[src/core/css_pkg.sv]
// Constants and types for the 16-bit card socket strobe control block
// Functional notes
// Low byte-lane enable asserted for even address bytes during a transfer.
// High byte-lane enable asserted for odd address bytes during a transfer.
// Card acknowledges only I/O reads it can answer at current address.
// With DMA configured, input acknowledge may serve as card DMA request.
// I/O read strobe asserted during host I/O reads.
// During DMA card-to-memory, I/O read strobe acts as DMA write strobe.
// I/O write strobe driven low during host I/O writes.
// During DMA memory-to-card, I/O write strobe is asserted.
// Output enable driven low during host memory reads.
// Output enable signals terminal count in DMA write operations.
// Ready/interrupt input means ready only in memory-only interface mode.
// Memory card holds ready low while busy with previous write.
// Memory card drives ready high when it can accept a command.
// In I/O mode, card interrupt request is passed to the host.
// Card interrupt request is active low, high when idle.
// Wait input stretches the cycle; completion delayed until released.
// Attribute select high for common memory, asserted for attribute or I/O.
// In DMA, attribute select acts as DMA acknowledge with I/O strobe.
// Write enable signals terminal count in DMA read operations.
// Asynchronous card inputs are synchronised before use.
package css_pkg;

  // Cycle kinds requested by the host side
  localparam logic [2:0] CYC_MEM_RD  = 3'h0;
  localparam logic [2:0] CYC_MEM_WR  = 3'h1;
  localparam logic [2:0] CYC_IO_RD   = 3'h2;
  localparam logic [2:0] CYC_IO_WR   = 3'h3;
  localparam logic [2:0] CYC_DMA_RD  = 3'h4;
  localparam logic [2:0] CYC_DMA_WR  = 3'h5;

  // Timing at a 20 MHz clock
  localparam int CLK_PERIOD_NS  = 50;
  localparam int SETUP_NS       = 60;
  localparam int STROBE_NS      = 165;
  localparam int HOLD_NS        = 30;
  localparam int SETUP_CYC  = (SETUP_NS + CLK_PERIOD_NS - 1) / CLK_PERIOD_NS;
  localparam int STROBE_CYC = (STROBE_NS + CLK_PERIOD_NS - 1) / CLK_PERIOD_NS;
  localparam int HOLD_CYC   = (HOLD_NS + CLK_PERIOD_NS - 1) / CLK_PERIOD_NS;
  localparam int CNT_W      = 4;

  typedef enum logic [2:0] {
    CSS_IDLE   = 3'b000,
    CSS_SETUP  = 3'b001,
    CSS_STROBE = 3'b010,
    CSS_WAIT   = 3'b011,
    CSS_HOLD   = 3'b100
  } css_state_e;

  // Cycle kinds that read data from the card
  function automatic logic css_is_read(input logic [2:0] kind);
    return (kind == CYC_MEM_RD) || (kind == CYC_IO_RD) || (kind == CYC_DMA_WR);
  endfunction : css_is_read

  function automatic logic css_is_dma(input logic [2:0] kind);
    return (kind == CYC_DMA_RD) || (kind == CYC_DMA_WR);
  endfunction : css_is_dma

endpackage : css_pkg

[src/core/css_sync.sv]
// Two-flop synchroniser for one card input
`timescale 1ns/1ps
module css_sync
  import css_pkg::*;
#(
  parameter logic RESET_VAL = 1'b1
) (
  // Clock and reset
  input  wire logic clk,
  input  wire logic rst_b,
  // Data
  input  wire logic async_in,
  output logic      sync_out
);

  logic meta_ff;
  logic sync_ff;
  logic nxt_meta;
  logic nxt_sync;

  always_comb begin
    nxt_meta = async_in;
    nxt_sync = meta_ff;
  end

  always_ff @(posedge clk) begin
    if (!rst_b) begin
      meta_ff <= RESET_VAL;
      sync_ff <= RESET_VAL;
    end else begin
      meta_ff <= nxt_meta;
      sync_ff <= nxt_sync;
    end
  end

  assign sync_out = sync_ff;

endmodule : css_sync

[src/core/css_status.sv]
// Routing of the shared ready/interrupt and acknowledge card inputs
`timescale 1ns/1ps
module css_status
  import css_pkg::*;
(
  // Clock and reset
  input  wire logic clk,
  input  wire logic rst_b,
  // Configuration
  input  wire logic memory_only_mode,
  input  wire logic dma_enable,
  // Synchronised card inputs
  input  wire logic ready_irq_sync,
  input  wire logic ack_sync_n,
  // Host side
  output logic      card_ready,
  output logic      host_irq,
  output logic      dma_request,
  output logic      io_read_ack
);

  logic ready_ff;
  logic irq_ff;
  logic dreq_ff;
  logic ack_ff;
  logic nxt_ready;
  logic nxt_irq;
  logic nxt_dreq;
  logic nxt_ack;

  always_comb begin
    // ready only memory-only
    nxt_ready = memory_only_mode & ready_irq_sync;
    // pass interrupt to host
    // active low request
    nxt_irq   = ~memory_only_mode & ~ready_irq_sync;
    // acknowledge as DMA request
    nxt_dreq  = dma_enable & ~ack_sync_n;
    // acknowledge for I/O read
    nxt_ack   = ~dma_enable & ~ack_sync_n;
  end

  always_ff @(posedge clk) begin
    if (!rst_b) begin
      ready_ff <= 1'b0;
      irq_ff   <= 1'b0;
      dreq_ff  <= 1'b0;
      ack_ff   <= 1'b0;
    end else begin
      ready_ff <= nxt_ready;
      irq_ff   <= nxt_irq;
      dreq_ff  <= nxt_dreq;
      ack_ff   <= nxt_ack;
    end
  end

  assign card_ready  = ready_ff;
  assign host_irq    = irq_ff;
  assign dma_request = dreq_ff;
  assign io_read_ack = ack_ff;

endmodule : css_status

[src/core/css_top.sv]
// Strobe and byte-lane control for one 16-bit card socket
`timescale 1ns/1ps
module css_top
  import css_pkg::*;
#(
  parameter int SETUP_CYCLES  = SETUP_CYC,
  parameter int STROBE_CYCLES = STROBE_CYC,
  parameter int HOLD_CYCLES   = HOLD_CYC
) (
  // Clock and reset
  input  wire logic       clk,
  input  wire logic       rst_b,
  // Configuration
  input  wire logic       memory_only_mode,
  input  wire logic       dma_enable,
  // Host cycle request
  input  wire logic       req_valid,
  output logic            req_ready,
  input  wire logic [2:0] req_kind,
  input  wire logic       req_addr0,
  input  wire logic       req_wide,
  input  wire logic       req_attr,
  input  wire logic       req_last,
  output logic            cyc_done,
  // Host status
  output logic            card_ready,
  output logic            host_irq,
  output logic            dma_request,
  output logic            io_read_ack,
  // Card outputs
  output logic            even_byte_enable_n,
  output logic            odd_byte_enable_n,
  output logic            output_enable_n,
  output logic            write_enable_n,
  output logic            io_read_strobe_n,
  output logic            io_write_strobe_n,
  output logic            attr_select_n,
  // Card inputs
  input  wire logic       input_acknowledge_n,
  input  wire logic       card_ready_irq,
  input  wire logic       card_wait_n
);

  // synchronise card inputs
  logic ack_sync_n;
  logic rdy_sync;
  logic wait_sync_n;

  css_sync #(.RESET_VAL(1'b1)) u_sync_ack (
    .clk      (clk),
    .rst_b    (rst_b),
    .async_in (input_acknowledge_n),
    .sync_out (ack_sync_n)
  );

  css_sync #(.RESET_VAL(1'b1)) u_sync_rdy (
    .clk      (clk),
    .rst_b    (rst_b),
    .async_in (card_ready_irq),
    .sync_out (rdy_sync)
  );

  css_sync #(.RESET_VAL(1'b1)) u_sync_wait (
    .clk      (clk),
    .rst_b    (rst_b),
    .async_in (card_wait_n),
    .sync_out (wait_sync_n)
  );

  css_status u_status (
    .clk              (clk),
    .rst_b            (rst_b),
    .memory_only_mode (memory_only_mode),
    .dma_enable       (dma_enable),
    .ready_irq_sync   (rdy_sync),
    .ack_sync_n       (ack_sync_n),
    .card_ready       (card_ready),
    .host_irq         (host_irq),
    .dma_request      (dma_request),
    .io_read_ack      (io_read_ack)
  );

  // Cycle sequencer state
  css_state_e           state_ff;
  css_state_e           nxt_state;
  logic [CNT_W-1:0]     cnt_ff;
  logic [CNT_W-1:0]     nxt_cnt;
  logic [2:0]           kind_ff;
  logic [2:0]           nxt_kind;
  logic                 addr0_ff;
  logic                 nxt_addr0;
  logic                 wide_ff;
  logic                 nxt_wide;
  logic                 attr_ff;
  logic                 nxt_attr;
  logic                 last_ff;
  logic                 nxt_last;
  logic                 done_ff;
  logic                 nxt_done;

  // Card output registers
  logic even_ff;
  logic odd_ff;
  logic oe_ff;
  logic we_ff;
  logic io_read_strobe_n_ff;
  logic io_write_strobe_n_ff;
  logic reg_ff;
  logic nxt_even;
  logic nxt_odd;
  logic nxt_oe;
  logic nxt_we;
  logic nxt_io_read_strobe_n;
  logic nxt_io_write_strobe_n;
  logic nxt_reg;

  logic active;
  logic strobing;

  always_comb begin
    nxt_state = state_ff;
    nxt_cnt   = cnt_ff;
    nxt_kind  = kind_ff;
    nxt_addr0 = addr0_ff;
    nxt_wide  = wide_ff;
    nxt_attr  = attr_ff;
    nxt_last  = last_ff;
    nxt_done  = 1'b0;
    case (state_ff)
      CSS_IDLE: begin
        if (req_valid) begin
          nxt_kind  = req_kind;
          nxt_addr0 = req_addr0;
          nxt_wide  = req_wide;
          nxt_attr  = req_attr;
          nxt_last  = req_last;
          nxt_cnt   = CNT_W'(SETUP_CYCLES - 1);
          nxt_state = CSS_SETUP;
        end
      end
      CSS_SETUP: begin
        if (cnt_ff == '0) begin
          nxt_cnt   = CNT_W'(STROBE_CYCLES - 1);
          nxt_state = CSS_STROBE;
        end else begin
          nxt_cnt = cnt_ff - 1'b1;
        end
      end
      CSS_STROBE: begin
        if (cnt_ff != '0) begin
          nxt_cnt = cnt_ff - 1'b1;
        end else if (!wait_sync_n) begin
          // stretch while wait held
          nxt_state = CSS_WAIT;
        end else begin
          nxt_cnt   = CNT_W'(HOLD_CYCLES - 1);
          nxt_state = CSS_HOLD;
        end
      end
      CSS_WAIT: begin
        // complete after release
        if (wait_sync_n) begin
          nxt_cnt   = CNT_W'(HOLD_CYCLES - 1);
          nxt_state = CSS_HOLD;
        end
      end
      CSS_HOLD: begin
        if (cnt_ff == '0) begin
          nxt_done  = 1'b1;
          nxt_state = CSS_IDLE;
        end else begin
          nxt_cnt = cnt_ff - 1'b1;
        end
      end
      default: begin
        nxt_state = CSS_IDLE;
      end
    endcase
  end

  // Card lines follow the next state so they change together with it
  assign active   = (nxt_state != CSS_IDLE);
  assign strobing = (nxt_state == CSS_STROBE) || (nxt_state == CSS_WAIT);

  // Byte lane in use: wide cycles take both lanes, narrow ones the addressed lane
  function automatic logic lane_on(input logic addr0, input logic wide, input logic odd_lane);
    return wide || (addr0 == odd_lane);
  endfunction : lane_on

  // Cycle kinds that address the card's I/O space
  function automatic logic is_io(input logic [2:0] kind);
    return (kind == CYC_IO_RD) || (kind == CYC_IO_WR);
  endfunction : is_io

  // Cycle kinds strobed on the I/O read line
  function automatic logic on_read_line(input logic [2:0] kind);
    return (kind == CYC_IO_RD) || (kind == CYC_DMA_WR);
  endfunction : on_read_line

  // Cycle kinds strobed on the I/O write line
  function automatic logic on_write_line(input logic [2:0] kind);
    return (kind == CYC_IO_WR) || (kind == CYC_DMA_RD);
  endfunction : on_write_line

  always_comb begin
    // Idle: every card line deasserted
    nxt_even = 1'b1;
    nxt_odd  = 1'b1;
    nxt_reg  = 1'b1;
    nxt_oe   = 1'b1;
    nxt_we   = 1'b1;
    nxt_io_read_strobe_n = 1'b1;
    nxt_io_write_strobe_n = 1'b1;
    if (active) begin
      // even byte lane
      if (lane_on(nxt_addr0, nxt_wide, 1'b0)) begin
        nxt_even = 1'b0;
      end
      // odd byte lane
      if (lane_on(nxt_addr0, nxt_wide, 1'b1)) begin
        nxt_odd = 1'b0;
      end
      // attribute or I/O space
      if (nxt_attr || is_io(nxt_kind)) begin
        nxt_reg = 1'b0;
      end
      // DMA acknowledge on attribute select
      if (css_is_dma(nxt_kind)) begin
        nxt_reg = !dma_enable;
      end
    end
    if (strobing) begin
      // output enable for memory reads
      if (nxt_kind == CYC_MEM_RD) begin
        nxt_oe = 1'b0;
      end
      // terminal count on output enable
      if (nxt_kind == CYC_DMA_WR && nxt_last) begin
        nxt_oe = 1'b0;
      end
      // Write enable for memory writes
      if (nxt_kind == CYC_MEM_WR) begin
        nxt_we = 1'b0;
      end
      // terminal count on write enable
      if (nxt_kind == CYC_DMA_RD && nxt_last) begin
        nxt_we = 1'b0;
      end
      // I/O read strobe
      // DMA write strobe on I/O read
      nxt_io_read_strobe_n = !on_read_line(nxt_kind);
      // I/O write strobe low
      // DMA read strobe on I/O write
      nxt_io_write_strobe_n = !on_write_line(nxt_kind);
    end
  end

  always_ff @(posedge clk) begin
    if (!rst_b) begin
      state_ff <= CSS_IDLE;
      cnt_ff   <= '0;
      kind_ff  <= CYC_MEM_RD;
      addr0_ff <= 1'b0;
      wide_ff  <= 1'b0;
      attr_ff  <= 1'b0;
      last_ff  <= 1'b0;
      done_ff  <= 1'b0;
      even_ff  <= 1'b1;
      odd_ff   <= 1'b1;
      oe_ff    <= 1'b1;
      we_ff    <= 1'b1;
      io_read_strobe_n_ff  <= 1'b1;
      io_write_strobe_n_ff  <= 1'b1;
      reg_ff   <= 1'b1;
    end else begin
      state_ff <= nxt_state;
      cnt_ff   <= nxt_cnt;
      kind_ff  <= nxt_kind;
      addr0_ff <= nxt_addr0;
      wide_ff  <= nxt_wide;
      attr_ff  <= nxt_attr;
      last_ff  <= nxt_last;
      done_ff  <= nxt_done;
      even_ff  <= nxt_even;
      odd_ff   <= nxt_odd;
      oe_ff    <= nxt_oe;
      we_ff    <= nxt_we;
      io_read_strobe_n_ff  <= nxt_io_read_strobe_n;
      io_write_strobe_n_ff  <= nxt_io_write_strobe_n;
      reg_ff   <= nxt_reg;
    end
  end

  assign req_ready          = (state_ff == CSS_IDLE);
  assign cyc_done           = done_ff;
  assign even_byte_enable_n = even_ff;
  assign odd_byte_enable_n  = odd_ff;
  assign output_enable_n    = oe_ff;
  assign write_enable_n     = we_ff;
  assign io_read_strobe_n   = io_read_strobe_n_ff;
  assign io_write_strobe_n  = io_write_strobe_n_ff;
  assign attr_select_n      = reg_ff;

endmodule : css_top

[config.mk]
export PLATFORM = sky130hd
export DESIGN_NAME = css_top
export DESIGN_NICKNAME = d
export VERILOG_FILES = /design/src/core/css_pkg.sv /design/src/core/css_sync.sv /design/src/core/css_status.sv /design/src/core/css_top.sv
export SDC_FILE = /design/constraint.sdc
export NUM_CORES = 1
export LEC_CHECK = 0
export BUFFER_PORTS_ARGS = -buffer_cell sky130_fd_sc_hd__buf_2
export CAP_MARGIN = 20
export CORE_UTILIZATION = 40
export DETAILED_ROUTE_END_ITERATION = 7
export MAX_ROUTING_LAYER = met4
export SYNTH_ARGS = -nofsm -noshare
export SYNTH_HDL_FRONTEND = slang
export SYNTH_SLANG_ARGS = --single-unit
export TNS_END_PERCENT = 10
[constraint.sdc]
create_clock -name clk -period 3.2 [get_ports clk]
set_input_delay 0.48 -clock clk [delete_from_list [all_inputs] [get_ports clk]]
set_output_delay 0.48 -clock clk [all_outputs]
set_load 0.05 [all_outputs]
; Yosys cells after proc, flatten, opt, wreduce, memory -nomap -nowiden
; Cells that the tools add are included.
[totals]
reg_bits = 32
in_bits = 15
output_inout_bits = 13
word_cells = 103
[op_classes]
n_addsub = 1
eq_ne = 13
mux = 32
bitwise_logic = 9
reduce_logical = 23
[ops]
columns = cell, n
row1 = 3-bit 2-to-1 mux, 8
row2 = 4-bit 2-to-1 mux, 5
row3 = 4-bit case mux with 5 select lines, 1
row4 = "3-bit by 2-bit == test with 1-bit output, second input constant", 6
row5 = 1-bit 2-to-1 mux, 17
row6 = 3-bit case mux with 5 select lines, 1
row7 = "3-bit == test, second input constant", 3
row8 = 1-bit logical OR, 8
row9 = "3-bit by 1-bit == test with 1-bit output, second input constant", 2
row10 = 3-bit logical NOT, 2
row11 = 2-bit AND reduction, 3
row12 = 1-bit NOT, 5
row13 = 5-bit nonzero test, 1
row14 = 1-bit bitwise AND, 4
row15 = 4-bit logical NOT, 1
row16 = "2-bit inequality test, second input constant", 2
row17 = 4-bit nonzero test, 1
row18 = "4-bit by 1-bit subtractor with 4-bit output, second input constant", 1
row19 = 1-bit logical NOT, 3
row20 = 3-bit AND reduction, 1
row21 = 3-bit nonzero test, 1
row22 = 1-bit logical AND, 2

; Logic depth before layout (Yosys ltp)
; Gate-level depths: netlist of the first run.
[depth]
depth_word = 7
depth_mapped = 6
mapped_depth_nobuf = 6

; By module
; Synthesis of the first run repeated with hierarchy kept, for this count alone.
[hier_totals]
hier_cells = 190
area_unflattened_um2 = 1600.3
[by_module_without_submodules]
columns = module, n_inst, cells_per_inst, area_each_um2, seq_area_each_um2
row1 = css_top, 1, 170, 1322.5, 440.4
row2 = css_sync, 3, 4, 52.6, 40.0
row3 = css_status, 1, 8, 120.1, 80.1

; Worst setup path before layout of the first run
; No wires, ideal clock.
[synth_path]
kind = register to register
start = register state_ff[1]
end = register cnt_ff[0]
setup_ns = 0.118
t_arrival_ns = 2.184
required_ns = 3.082
slack_ns = 0.899
stages_incl_launch_ff = 6
path_buffers = 1
synth_period_minus_slack_ns = 2.301
cell_sequence = dfxtp_1 buf_2 nor3_1 nand2b_1 and2_1 o2111a_1
[synth_via]
elab_chain_cells = 3
elab_cells_between_ends = 10
classes_between = 6 x eq/ne / 1 x mux / 3 x reduce/logical
[synth_lines]
columns = element, line
row1 = start: declaration, css_top.sv:84  ; css_state_e state_ff;
row2 = start signal: assignment, css_top.sv:276  ; state_ff <= nxt_state;
row3 = 3-bit logical NOT *, n/a
row4 = via req_ready, css_top.sv:18  ; output logic req_ready,
row5 = 5-bit nonzero test (no line) or 2-bit inequality test (tied branches), n/a
row6 = 3-bit AND reduction (no line), n/a
row7 = end signal: assignment, css_top.sv:277  ; cnt_ff <= nxt_cnt;
row8 = end: declaration, css_top.sv:86  ; logic [CNT_W-1:0] cnt_ff;
; The timed path passes the listed nets; every way through them passes the cells marked *.
; A chain may end at the register's enable or synchronous reset.

; Worst setup path after layout of the first run
[layout_path]
start = register cnt_ff[0]
end = register cnt_ff[1]
[layout_via]
elab_chain_cells = 3
elab_cells_between_ends = 9
classes_between = 1 x add/sub / 1 x eq/ne / 4 x mux / 3 x reduce/logical
[layout_lines]
columns = element, line
row1 = "4-bit by 1-bit subtractor with 4-bit output, or another cell as far along", "css_top.sv:146, css_top.sv:151, css_top.sv:172"
row2 = "4-bit 2-to-1 mux, or another cell as far along", css_top.sv:168  ; if (cnt_ff == '0) begin
row3 = 4-bit case mux with 5 select lines or 3-bit AND reduction (tied branches), n/a
; Several ways; a longest one is shown, not always the timed one. The select of a mux whose other input is x is not followed.

==> metrics.md, run 1 <==
| Metric | Value |
|---|---|
| Status | `finished, final reports clean` |
| Dpl ws | `1150 ps` |
| Count of final hold-check violations | `0` |
| Setup_tns | `0 ps` |
| Total Routing Usage GR | `16.6%` |
| Die ar. | `4010 µm²` |
| Synth area leaders | `dfxtp_1 43%, mux2i_1 5.3%, nand2b_1 4.6%, nor2b_1 4.2%, mux2_2 3.7%` |
| Number of max-cap violations | `0` |
| Detailed Place HPWL | `2040 µm` |
| Starting Density | `43.4%` |
| Slew margin rel. | `44.6%` |
| Drt drc | `0` |
| H-tree depth | `2` |
| Worst R2R Start | `cnt_ff[0]$_SDFFE_PN0P_` |
| CP arrival | `2280 ps` |
| TritonRoute pass-1 iters | `4` |
| Largest net degree at the start of global routing | `29` |
| Post-Syn Area | `1500 µm²` |
| Layout Utilization | `51.0%` |
| Post-CTS Repair Setup Buffers | `0` |
| DRT iter0 DRCs | `52` |
| PortBufs | `27` |
| Async SR Flop Fraction | `0%` |
| Largest register by flop count | `cnt_ff` |
| Power density over the cells | `835 nW/µm²` |
| Worst Setup SP | `cnt_ff[0]$_SDFFE_PN0P_` |
| Crit. End Element | `flip-flop` |
| Ports | `28` |
| Worst Path Buf+Inv | `1` |
| Site row count | `21` |
| CP Class | `flip-flop to flip-flop` |
| Multi-input gate area | `805 µm²` |
| Actual slew at the worst max-slew pin | `829 ps` |
| Fillers | `340` |
| Clock buffer depth | `2` |
| Area of placed instances | `1660 µm²` |
| CP peak stage delay | `710 ps` |
| Leading area contributor after synthesis | `dfxtp_1` |
| Vias per inst | `5.34` |
| Yosys reg bits | `32` |
| Slowest cell on the critical path | `nor3b_1` |
| Ys Warns | `0` |
| First-pass GRT wire length | `4970 µm` |
| Synth Net Count | `174` |
| Post-layout minimum cycle time | `2110 ps` |
| DRT antenna net count | `0` |
| CTS Hold Bufs | `0` |
| Design Area, Final | `1770 µm²` |
| Worst hold slack | `377 ps` |
| Vias | `1239` |
| Critical Path Fanout Max | `9` |
| CTS tree | `yes` |
| Unrepaired setup endpoints after global routing | `no` |
| Fraction of layout cells with a size suffix above 1 | `23.1%` |
| Top flop regs | `cnt_ff (4), kind_ff (3), state_ff (3)` |
| Fmax | `0.474 GHz` |
| Worst hold start | `memory_only_mode` |
| Flip-flop count of the largest register after layout | `4` |
| Avg Inst Size Synth | `9.52 µm²` |
| Die width | `63.3 µm` |
| Final worst slack | `1090 ps` |
| Startpoint Class | `flip-flop` |
| Top post-synthesis cells by count | `32 x dfxtp_1, 11 x nand2b_1, 10 x nor2b_1` |
| Vias in the first global route | `1133` |
| Area delta synth->final | `17.6%` |
| Setup violators final | `0` |
| DR WL/cell | `13.0 µm` |
| Top FF cell, synth | `dfxtp_1` |
| Seq/Total Area, Yosys | `42.6%` |
| Clock latency on the worst-skew pair | `280 ps` |
| Hold Crit Class | `input port to flip-flop` |
| Clk sink count | `32` |
| Core Region | `3470 µm²` |
| VDD IR max | `0.484 mV` |
| Most numerous cell in the Yosys netlist | `dfxtp_1` |
| CTS resizes | `0` |
| Fin crit share | `65.9%` |
| Register area | `641 µm²` |
| CTS buffer count | `5` |
| Total grt overflow | `0` |
| Ant diodes | `0` |
| Post-synth EDFFs | `0` |
| CP Cell Sequence | `inv_1 -> ha_1 -> nor3b_1 -> o211a_1 -> a2111oi_0 -> o31a_1` |
| Net total in the final layout | `201` |
| Die height | `63.3 µm` |
| Leak | `0.724 nW` |
| Clock Pin Slew Worst Setup and Hold Paths | `70 ps` |
| Layout Skew | `3.87 ps` |
| Antenna violations before repair | `0` |
| Final Wtd Congestion | `0.820` |
| Final WL | `3020 µm` |
| Yosys cell types | `42` |
| Max-slew violations | `0` |
| Yosys top cell area share | `42.6%` |
| Critical path's top delay family | `simple AND/OR/NAND/NOR gates` |
| Gate Count Post-Synth | `158` |
| Root Buffer | `clkbuf_8` |
| Crit path required time | `3370 ps` |
-- metal layers --
layer	share of wire [%]	up-vias	track usage, %
met2	44	35	24.3
met5	0	-	-
met3	4.8	2	5.62
li1	-	627	-
met4	1.3	0	7.95
met1	50	575	20.4
-- area by class of cell --
type                            instances  area share [%]
Timing Repair Buffer                   28            8.07
Sequential cell                        32            36.2
Inverter                                4           0.849
Tap cell                               46            3.26
Clock buffer                            6            4.10
Clock inverter                          2            1.98
Multi-Input combinational cell        114            45.5
-- path summary, 6_finish.rpt --
check	to	depth (start not counted)	slack, ps
worst max-delay path	cnt_ff[1]$_SDFFE_PN0P_	6	1090
worst min-delay path	u_status.host_irq$_SDFF_PN0_	2	380
worst max register to register	cnt_ff[1]$_SDFFE_PN0P_	6	1090
worst min register to register	u_sync_wait.sync_out$_SDFF_PN1_	1	410
-- cell usage in the layout, fill, tap and decap left out, types with 2 or more instances in the layout --
cell      count
inv_1         4
a31oi_1       2
clkbuf_8      5
nor3_1        5
nand2_1       6
mux2i_1       8
o211ai_1      2
and3_1        6
nor3b_1       5
nor2b_1      10
nand2b_1     11
o311ai_0      3
nor2_1        8
nand4_1       2
a21oi_1       3
a211oi_1      2
or3b_2        2
o21ai_0       7
dfxtp_1      32
a21boi_0      3
xnor2_1       2
buf_2        27
and2_1        4
nand3_1       3
mux2_2        5
-- report_power, final --
group	total [mW]	internal [mW]	switching (mW)
Combinational	0.563	0.231	0.332
Sequential	0.541	0.461	0.0797
Clock	0.372	0.231	0.142
-- cells by family after synthesis --
group,Yosys count,share of synthesized area (%)
buffers and inverters,12,3.91
XOR/XNOR,2,1.16
adder cells (fa/ha/maj),1,0.832
AO/OA/AOI/OAI,32,15.6
multiplexers,13,9.07
flip-flops,32,42.6
AND/OR/NAND/NOR,66,26.9
-- per-stage QoR --
| step | power (mW) | instances |
|---|---|---|
| after global routing | 1.57 | 232 |
| after detailed placement | 1.11 | 224 |
| after CTS | 1.48 | 232 |
| after floorplan | 1.00 | 158 |
| after global placement | 1.10 | 224 |
| final | 1.48 | 232 |
No activity file was read; power rests on OpenSTA's default activity.
==> run 2: changes to the inputs <==
==> constraint.sdc (replaced) <==
create_clock -name clk -period 2.03 [get_ports clk]
set_input_delay 0.3045 -clock clk [delete_from_list [all_inputs] [get_ports clk]]
set_output_delay 0.3045 -clock clk [all_outputs]
set_load 0.05 [all_outputs]
==> metrics.md, run 2 (same netlist as run 1, synthesis figures left out) <==
| Metric | Value |
|---|---|
| Count of final hold-check violations | `0` |
| Setup violators final | `0` |
| Total grt overflow | `0` |
| Commonest non-fill, non-tap cell in the layout | `dfxtp_1` |
| Fmax | `0.524 GHz` |
| Post-layout minimum cycle time | `1910 ps` |
| Slew margin rel. | `66.6%` |
| CTS buffer count | `5` |
| Root Buffer | `clkbuf_8` |
| Worst Path Buf+Inv | `1` |
| Fin cells | `238` |
| Largest net degree at the start of global routing | `21` |
| Layout Utilization | `51.8%` |
| Worst hold stages | `2` |
| First-pass GRT wire length | `5390 µm` |
| Final worst slack | `120 ps` |
| Vias | `1246` |
| Crit. End Element | `flip-flop` |
| Drt drc | `0` |
| Antenna violations before repair | `0` |
| Flip-flop count of the largest register after layout | `4` |
| Hold Path Sink | `u_status.host_irq$_SDFF_PN0_` |
| Clock Pin Slew Worst Setup and Hold Paths | `70 ps` |
| Die height | `63.3 µm` |
| Worst R2R Start | `cnt_ff[0]$_SDFFE_PN0P_` |
| DR WL/cell | `12.8 µm` |
| PortBufs | `27` |
| Area delta synth->final | `19.6%` |
| Layout Skew | `2.57 ps` |
| Total Routing Usage GR | `17.7%` |
| CP Cell Sequence | `inv_1 -> ha_1 -> or3b_2 -> a211o_1 -> o311ai_0 -> o2111a_1` |
| Worst hold start | `memory_only_mode` |
| Fraction of layout cells with a size suffix above 1 | `26.6%` |
| Setup_tns | `0 ps` |
| H-tree depth | `2` |
| Design Area, Final | `1800 µm²` |
| TritonRoute pass-1 iters | `4` |
| Power density over the cells | `1270 nW/µm²` |
| Site row count | `21` |
| Status | `finished, final reports clean` |
| Final Wtd Congestion | `0.864` |
| Ports | `28` |
| Placed insts | `230` |
| Area of placed instances | `1710 µm²` |
| Starting Density | `43.4%` |
| Max-slew violations | `0` |
| Dpl ws | `147 ps` |
| CTS resizes | `0` |
| CP arrival | `2140 ps` |
| Largest register by flop count | `cnt_ff` |
| Number of max-cap violations | `0` |
| Final WL | `3040 µm` |
| Net total in the final layout | `207` |
| VDD IR max | `0.660 mV` |
| Worst hold slack | `192 ps` |
| Ant diodes | `0` |
| Vias per inst | `5.24` |
| Commonest cells after routing, fill and taps aside | `32 x dfxtp_1, 27 x buf_2, 11 x nand2b_1` |
| Clk sink count | `32` |
| Slowest cell on the critical path | `or3b_2` |
| Fin crit share | `94.1%` |
| Die width | `63.3 µm` |
| Critical path's top delay family | `compound AO/OA/AOI/OAI gates` |
| Die ar. | `4010 µm²` |
| Unrepaired setup endpoints after global routing | `no` |
| CP Class | `flip-flop to flip-flop` |
| Detailed Place HPWL | `2180 µm` |
| Reg2reg end | `cnt_ff[0]$_SDFFE_PN0P_` |
| Pwr Total | `2.28 mW` |
| DRT iter0 DRCs | `55` |
| DRT antenna net count | `0` |
| Clock latency on the worst-skew pair | `280 ps` |
| Flop2flop setup slack | `120 ps` |
| Critical Path Fanout Max | `6` |
| Clock buffer depth | `2` |
| Actual slew at the worst max-slew pin | `487 ps` |
| Crit path required time | `2260 ps` |
| Post-CTS Repair Setup Buffers | `0` |
| Top flop regs | `cnt_ff (4), kind_ff (3), state_ff (3)` |
| Hold Crit Class | `input port to flip-flop` |
| Core Region | `3470 µm²` |
| Leak | `0.748 nW` |
| CP peak stage delay | `540 ps` |
| CTS tree | `yes` |
| CTS Hold Bufs | `0` |
| Startpoint Class | `flip-flop` |
| Vias in the first global route | `1216` |
| Worst R2R Path Depth | `6` |
==> run 2: changes by cell type in the layout (fill, tap and decap cells not counted), sizes merged <==
cell / previous run / this run
buf: 28 / 34
bufinv: 1 / 0
clkbuf: 6 / 5
clkinv: 1 / 3
==> run 2: power breakdown <==
part | internal (mW) | switching [mW] | total (mW)
Combinational | 0.417 | 0.601 | 1.02
Clock | 0.238 | 0.237 | 0.475
Sequential | 0.727 | 0.0615 | 0.788
Total | 1.38 | 0.899 | 2.28
==> run 2: worst max-delay path by stage <==
stage | startpoint | cells after the start | endpoint
2_1_floorplan | state_ff[1]$_SDFF_PN0_ | 5 | cnt_ff[0]$_SDFFE_PN0P_
3_3_place_gp | cnt_ff[0]$_SDFFE_PN0P_ | 6 | cnt_ff[0]$_SDFFE_PN0P_
5_1_grt | cnt_ff[0]$_SDFFE_PN0P_ | 5 | cnt_ff[1]$_SDFFE_PN0P_
4_1_cts | cnt_ff[0]$_SDFFE_PN0P_ | 6 | cnt_ff[0]$_SDFFE_PN0P_
6_report | cnt_ff[0]$_SDFFE_PN0P_ | 6 | cnt_ff[0]$_SDFFE_PN0P_
3_5_place_dp | cnt_ff[0]$_SDFFE_PN0P_ | 6 | cnt_ff[0]$_SDFFE_PN0P_
==> run 2: worst register-to-register path, stage by stage, from the launching register on <==
cell      delay [ps]
dfxtp_1          330
inv_1             90
ha_1             250
or3b_2           540
a211o_1          310
o311ai_0          90
o2111a_1         230
==> run 2: area by class of cell <==
| cell class | instances | area [µm²] |
|---|---|---|
| clock buffers | 5 | 68.8 |
| clock inverters | 3 | 18.8 |
| flip-flops and latches | 32 | 641 |
| inverters | 4 | 15.0 |
| multi-input cells | 114 | 810 |
| fillers | 347 | 1670 |
| repair buffers | 34 | 188 |
| well taps | 46 | 57.6 |
==> run 2: layer usage <==
metal	vias up	share of wire, %	global-route usage [%]	routed length (µm)
li1	637	-	-	-
met1	577	50	21.9	1520
met2	28	44	27.3	1340
met3	4	4.6	5.07	140
met4	0	1.3	6.82	40
met5	-	0	-	0
==> run 3: changes to the inputs <==
--- a/config.mk
+++ b/config.mk
@@ -8,6 +8,7 @@
 export BUFFER_PORTS_ARGS = -buffer_cell sky130_fd_sc_hd__buf_2
 export CAP_MARGIN = 20
 export CORE_UTILIZATION = 40
+export CTS_BUF_LIST = sky130_fd_sc_hd__clkbuf_16
 export DETAILED_ROUTE_END_ITERATION = 7
 export MAX_ROUTING_LAYER = met4
 export SYNTH_ARGS = -nofsm -noshare
==> metrics.md, run 3 (same netlist as run 1, synthesis figures left out) <==
| Metric | Value |
|---|---|
| Status | `finished, final reports clean` |
| Vias | `1276` |
| Total grt overflow | `0` |
| Root Buffer | `clkbuf_16` |
| Fraction of layout cells with a size suffix above 1 | `26.6%` |
| Worst R2R Start | `cnt_ff[0]$_SDFFE_PN0P_` |
| Vias in the first global route | `1224` |
| Total Routing Usage GR | `18.2%` |
| Fin crit share | `94.2%` |
| Largest register by flop count | `cnt_ff` |
| CTS tree | `yes` |
| Die width | `63.3 µm` |
| Top flop regs | `cnt_ff (4), kind_ff (3), state_ff (3)` |
| CTS resizes | `0` |
| Commonest non-fill, non-tap cell in the layout | `dfxtp_1` |
| Clk sink count | `32` |
| Die ar. | `4010 µm²` |
| Setup_tns | `0 ps` |
| DRT iter0 DRCs | `41` |
| Worst Setup SP | `cnt_ff[0]$_SDFFE_PN0P_` |
| Vias per inst | `5.36` |
| Crit. End Element | `flip-flop` |
| Post-CTS Repair Setup Buffers | `0` |
| Clock buffer depth | `2` |
| CTS buffer count | `5` |
| Final Wtd Congestion | `0.864` |
| Detailed Place HPWL | `2180 µm` |
| Hold Crit Class | `input port to flip-flop` |
| Final WL | `3090 µm` |
| Starting Density | `43.4%` |
| Net total in the final layout | `207` |
| Clock Pin Slew Worst Setup and Hold Paths | `50 ps` |
| Worst hold slack | `201 ps` |
| Power density over the cells | `1360 nW/µm²` |
| Dpl ws | `147 ps` |
| Flip-flop count of the largest register after layout | `4` |
| Site row count | `21` |
| Fmax | `0.523 GHz` |
| Ports | `28` |
| Count of final hold-check violations | `0` |
| CTS Hold Bufs | `0` |
| Multi-input gate area | `810 µm²` |
| Setup violators final | `0` |
| Unrepaired setup endpoints after global routing | `no` |
| Reg2reg end | `cnt_ff[0]$_SDFFE_PN0P_` |
| DRT antenna net count | `0` |
| Crit path required time | `2250 ps` |
| Final worst slack | `118 ps` |
| Area delta synth->final | `23.3%` |
| Core Region | `3470 µm²` |
| Layout Skew | `3.08 ps` |
| PortBufs | `27` |
| Flop2flop setup slack | `120 ps` |
| Critical Path Sink | `cnt_ff[0]$_SDFFE_PN0P_` |
| Register area | `641 µm²` |
| H-tree depth | `2` |
| Number of max-cap violations | `0` |
| Startpoint Class | `flip-flop` |
| TritonRoute pass-1 iters | `5` |
| Slew margin rel. | `66.5%` |
| Post-layout minimum cycle time | `1910 ps` |
| VDD IR max | `0.607 mV` |
| Clock latency on the worst-skew pair | `280 ps` |
| Largest net degree at the start of global routing | `21` |
| Fillers | `343` |
| CP Class | `flip-flop to flip-flop` |
| First-pass GRT wire length | `5490 µm` |
| Ant diodes | `0` |
| Actual slew at the worst max-slew pin | `488 ps` |
| Antenna violations before repair | `0` |
| Worst R2R Path Depth | `6` |
| Drt drc | `0` |
| CP arrival | `2130 ps` |
| Layout Utilization | `53.5%` |
| DR WL/cell | `13.0 µm` |
| Leak | `0.774 nW` |
| Max-slew violations | `0` |
| Die height | `63.3 µm` |
| Critical Path Fanout Max | `6` |
| Commonest cells after routing, fill and taps aside | `32 x dfxtp_1, 27 x buf_2, 11 x nand2b_1` |
## run 3: layer usage
metal	GRT usage, %	vias up	wire length [µm]
met5	-	-	0
met2	27.7	44	1390
met3	6.70	4	211
met1	22.2	592	1460
li1	-	636	-
met4	5.97	0	28
## run 3: worst min path at each step
| stage | start | end | depth (start not counted) |
|---|---|---|---|
| 6_report | memory_only_mode | u_status.host_irq$_SDFF_PN0_ | 2 |
| 5_1_grt | memory_only_mode | u_status.host_irq$_SDFF_PN0_ | 2 |
| 4_1_cts | memory_only_mode | u_status.host_irq$_SDFF_PN0_ | 2 |
| 3_5_place_dp | u_sync_ack.meta_ff$_SDFF_PN1_ | u_sync_ack.sync_out$_SDFF_PN1_ | 1 |
| 3_3_place_gp | u_sync_rdy.meta_ff$_SDFF_PN1_ | u_sync_rdy.sync_out$_SDFF_PN1_ | 1 |
| 2_1_floorplan | rst_b | u_sync_ack.meta_ff$_SDFF_PN1_ | 1 |
## run 3: report_power, final
| group | switching (mW) | total, mW | internal, mW |
|---|---|---|---|
| sequential | 0.0612 | 0.789 | 0.728 |
| combinational | 0.604 | 1.02 | 0.417 |
| clock | 0.261 | 0.711 | 0.450 |
| total | 0.926 | 2.52 | 1.59 |
## run 3: cell type report
cell class | count | area share [%]
well taps | 46 | 3.10
clock inverters | 3 | 1.01
inverters | 4 | 0.810
repair buffers | 34 | 10.1
multi-input cells | 114 | 43.7
clock buffers | 5 | 6.75
flip-flops and latches | 32 | 34.5
## run 3: stage by stage
step           cell area [µm²]  total power, mW  cells
2_1_floorplan             1510             1.58    158
3_3_place_gp              1710             1.79    230
3_5_place_dp              1710             1.82    230
4_1_cts                   1850             2.54    238
5_1_grt                   1850             2.69    238
6_report                  1850             2.52    238
## run 3: worst max-delay path: stages (launching register included)
cell and delay, ps:
dfxtp_1 330, inv_1 100, ha_1 250, or3b_2 540, a211o_1 310, o311ai_0 90, o2111a_1 230
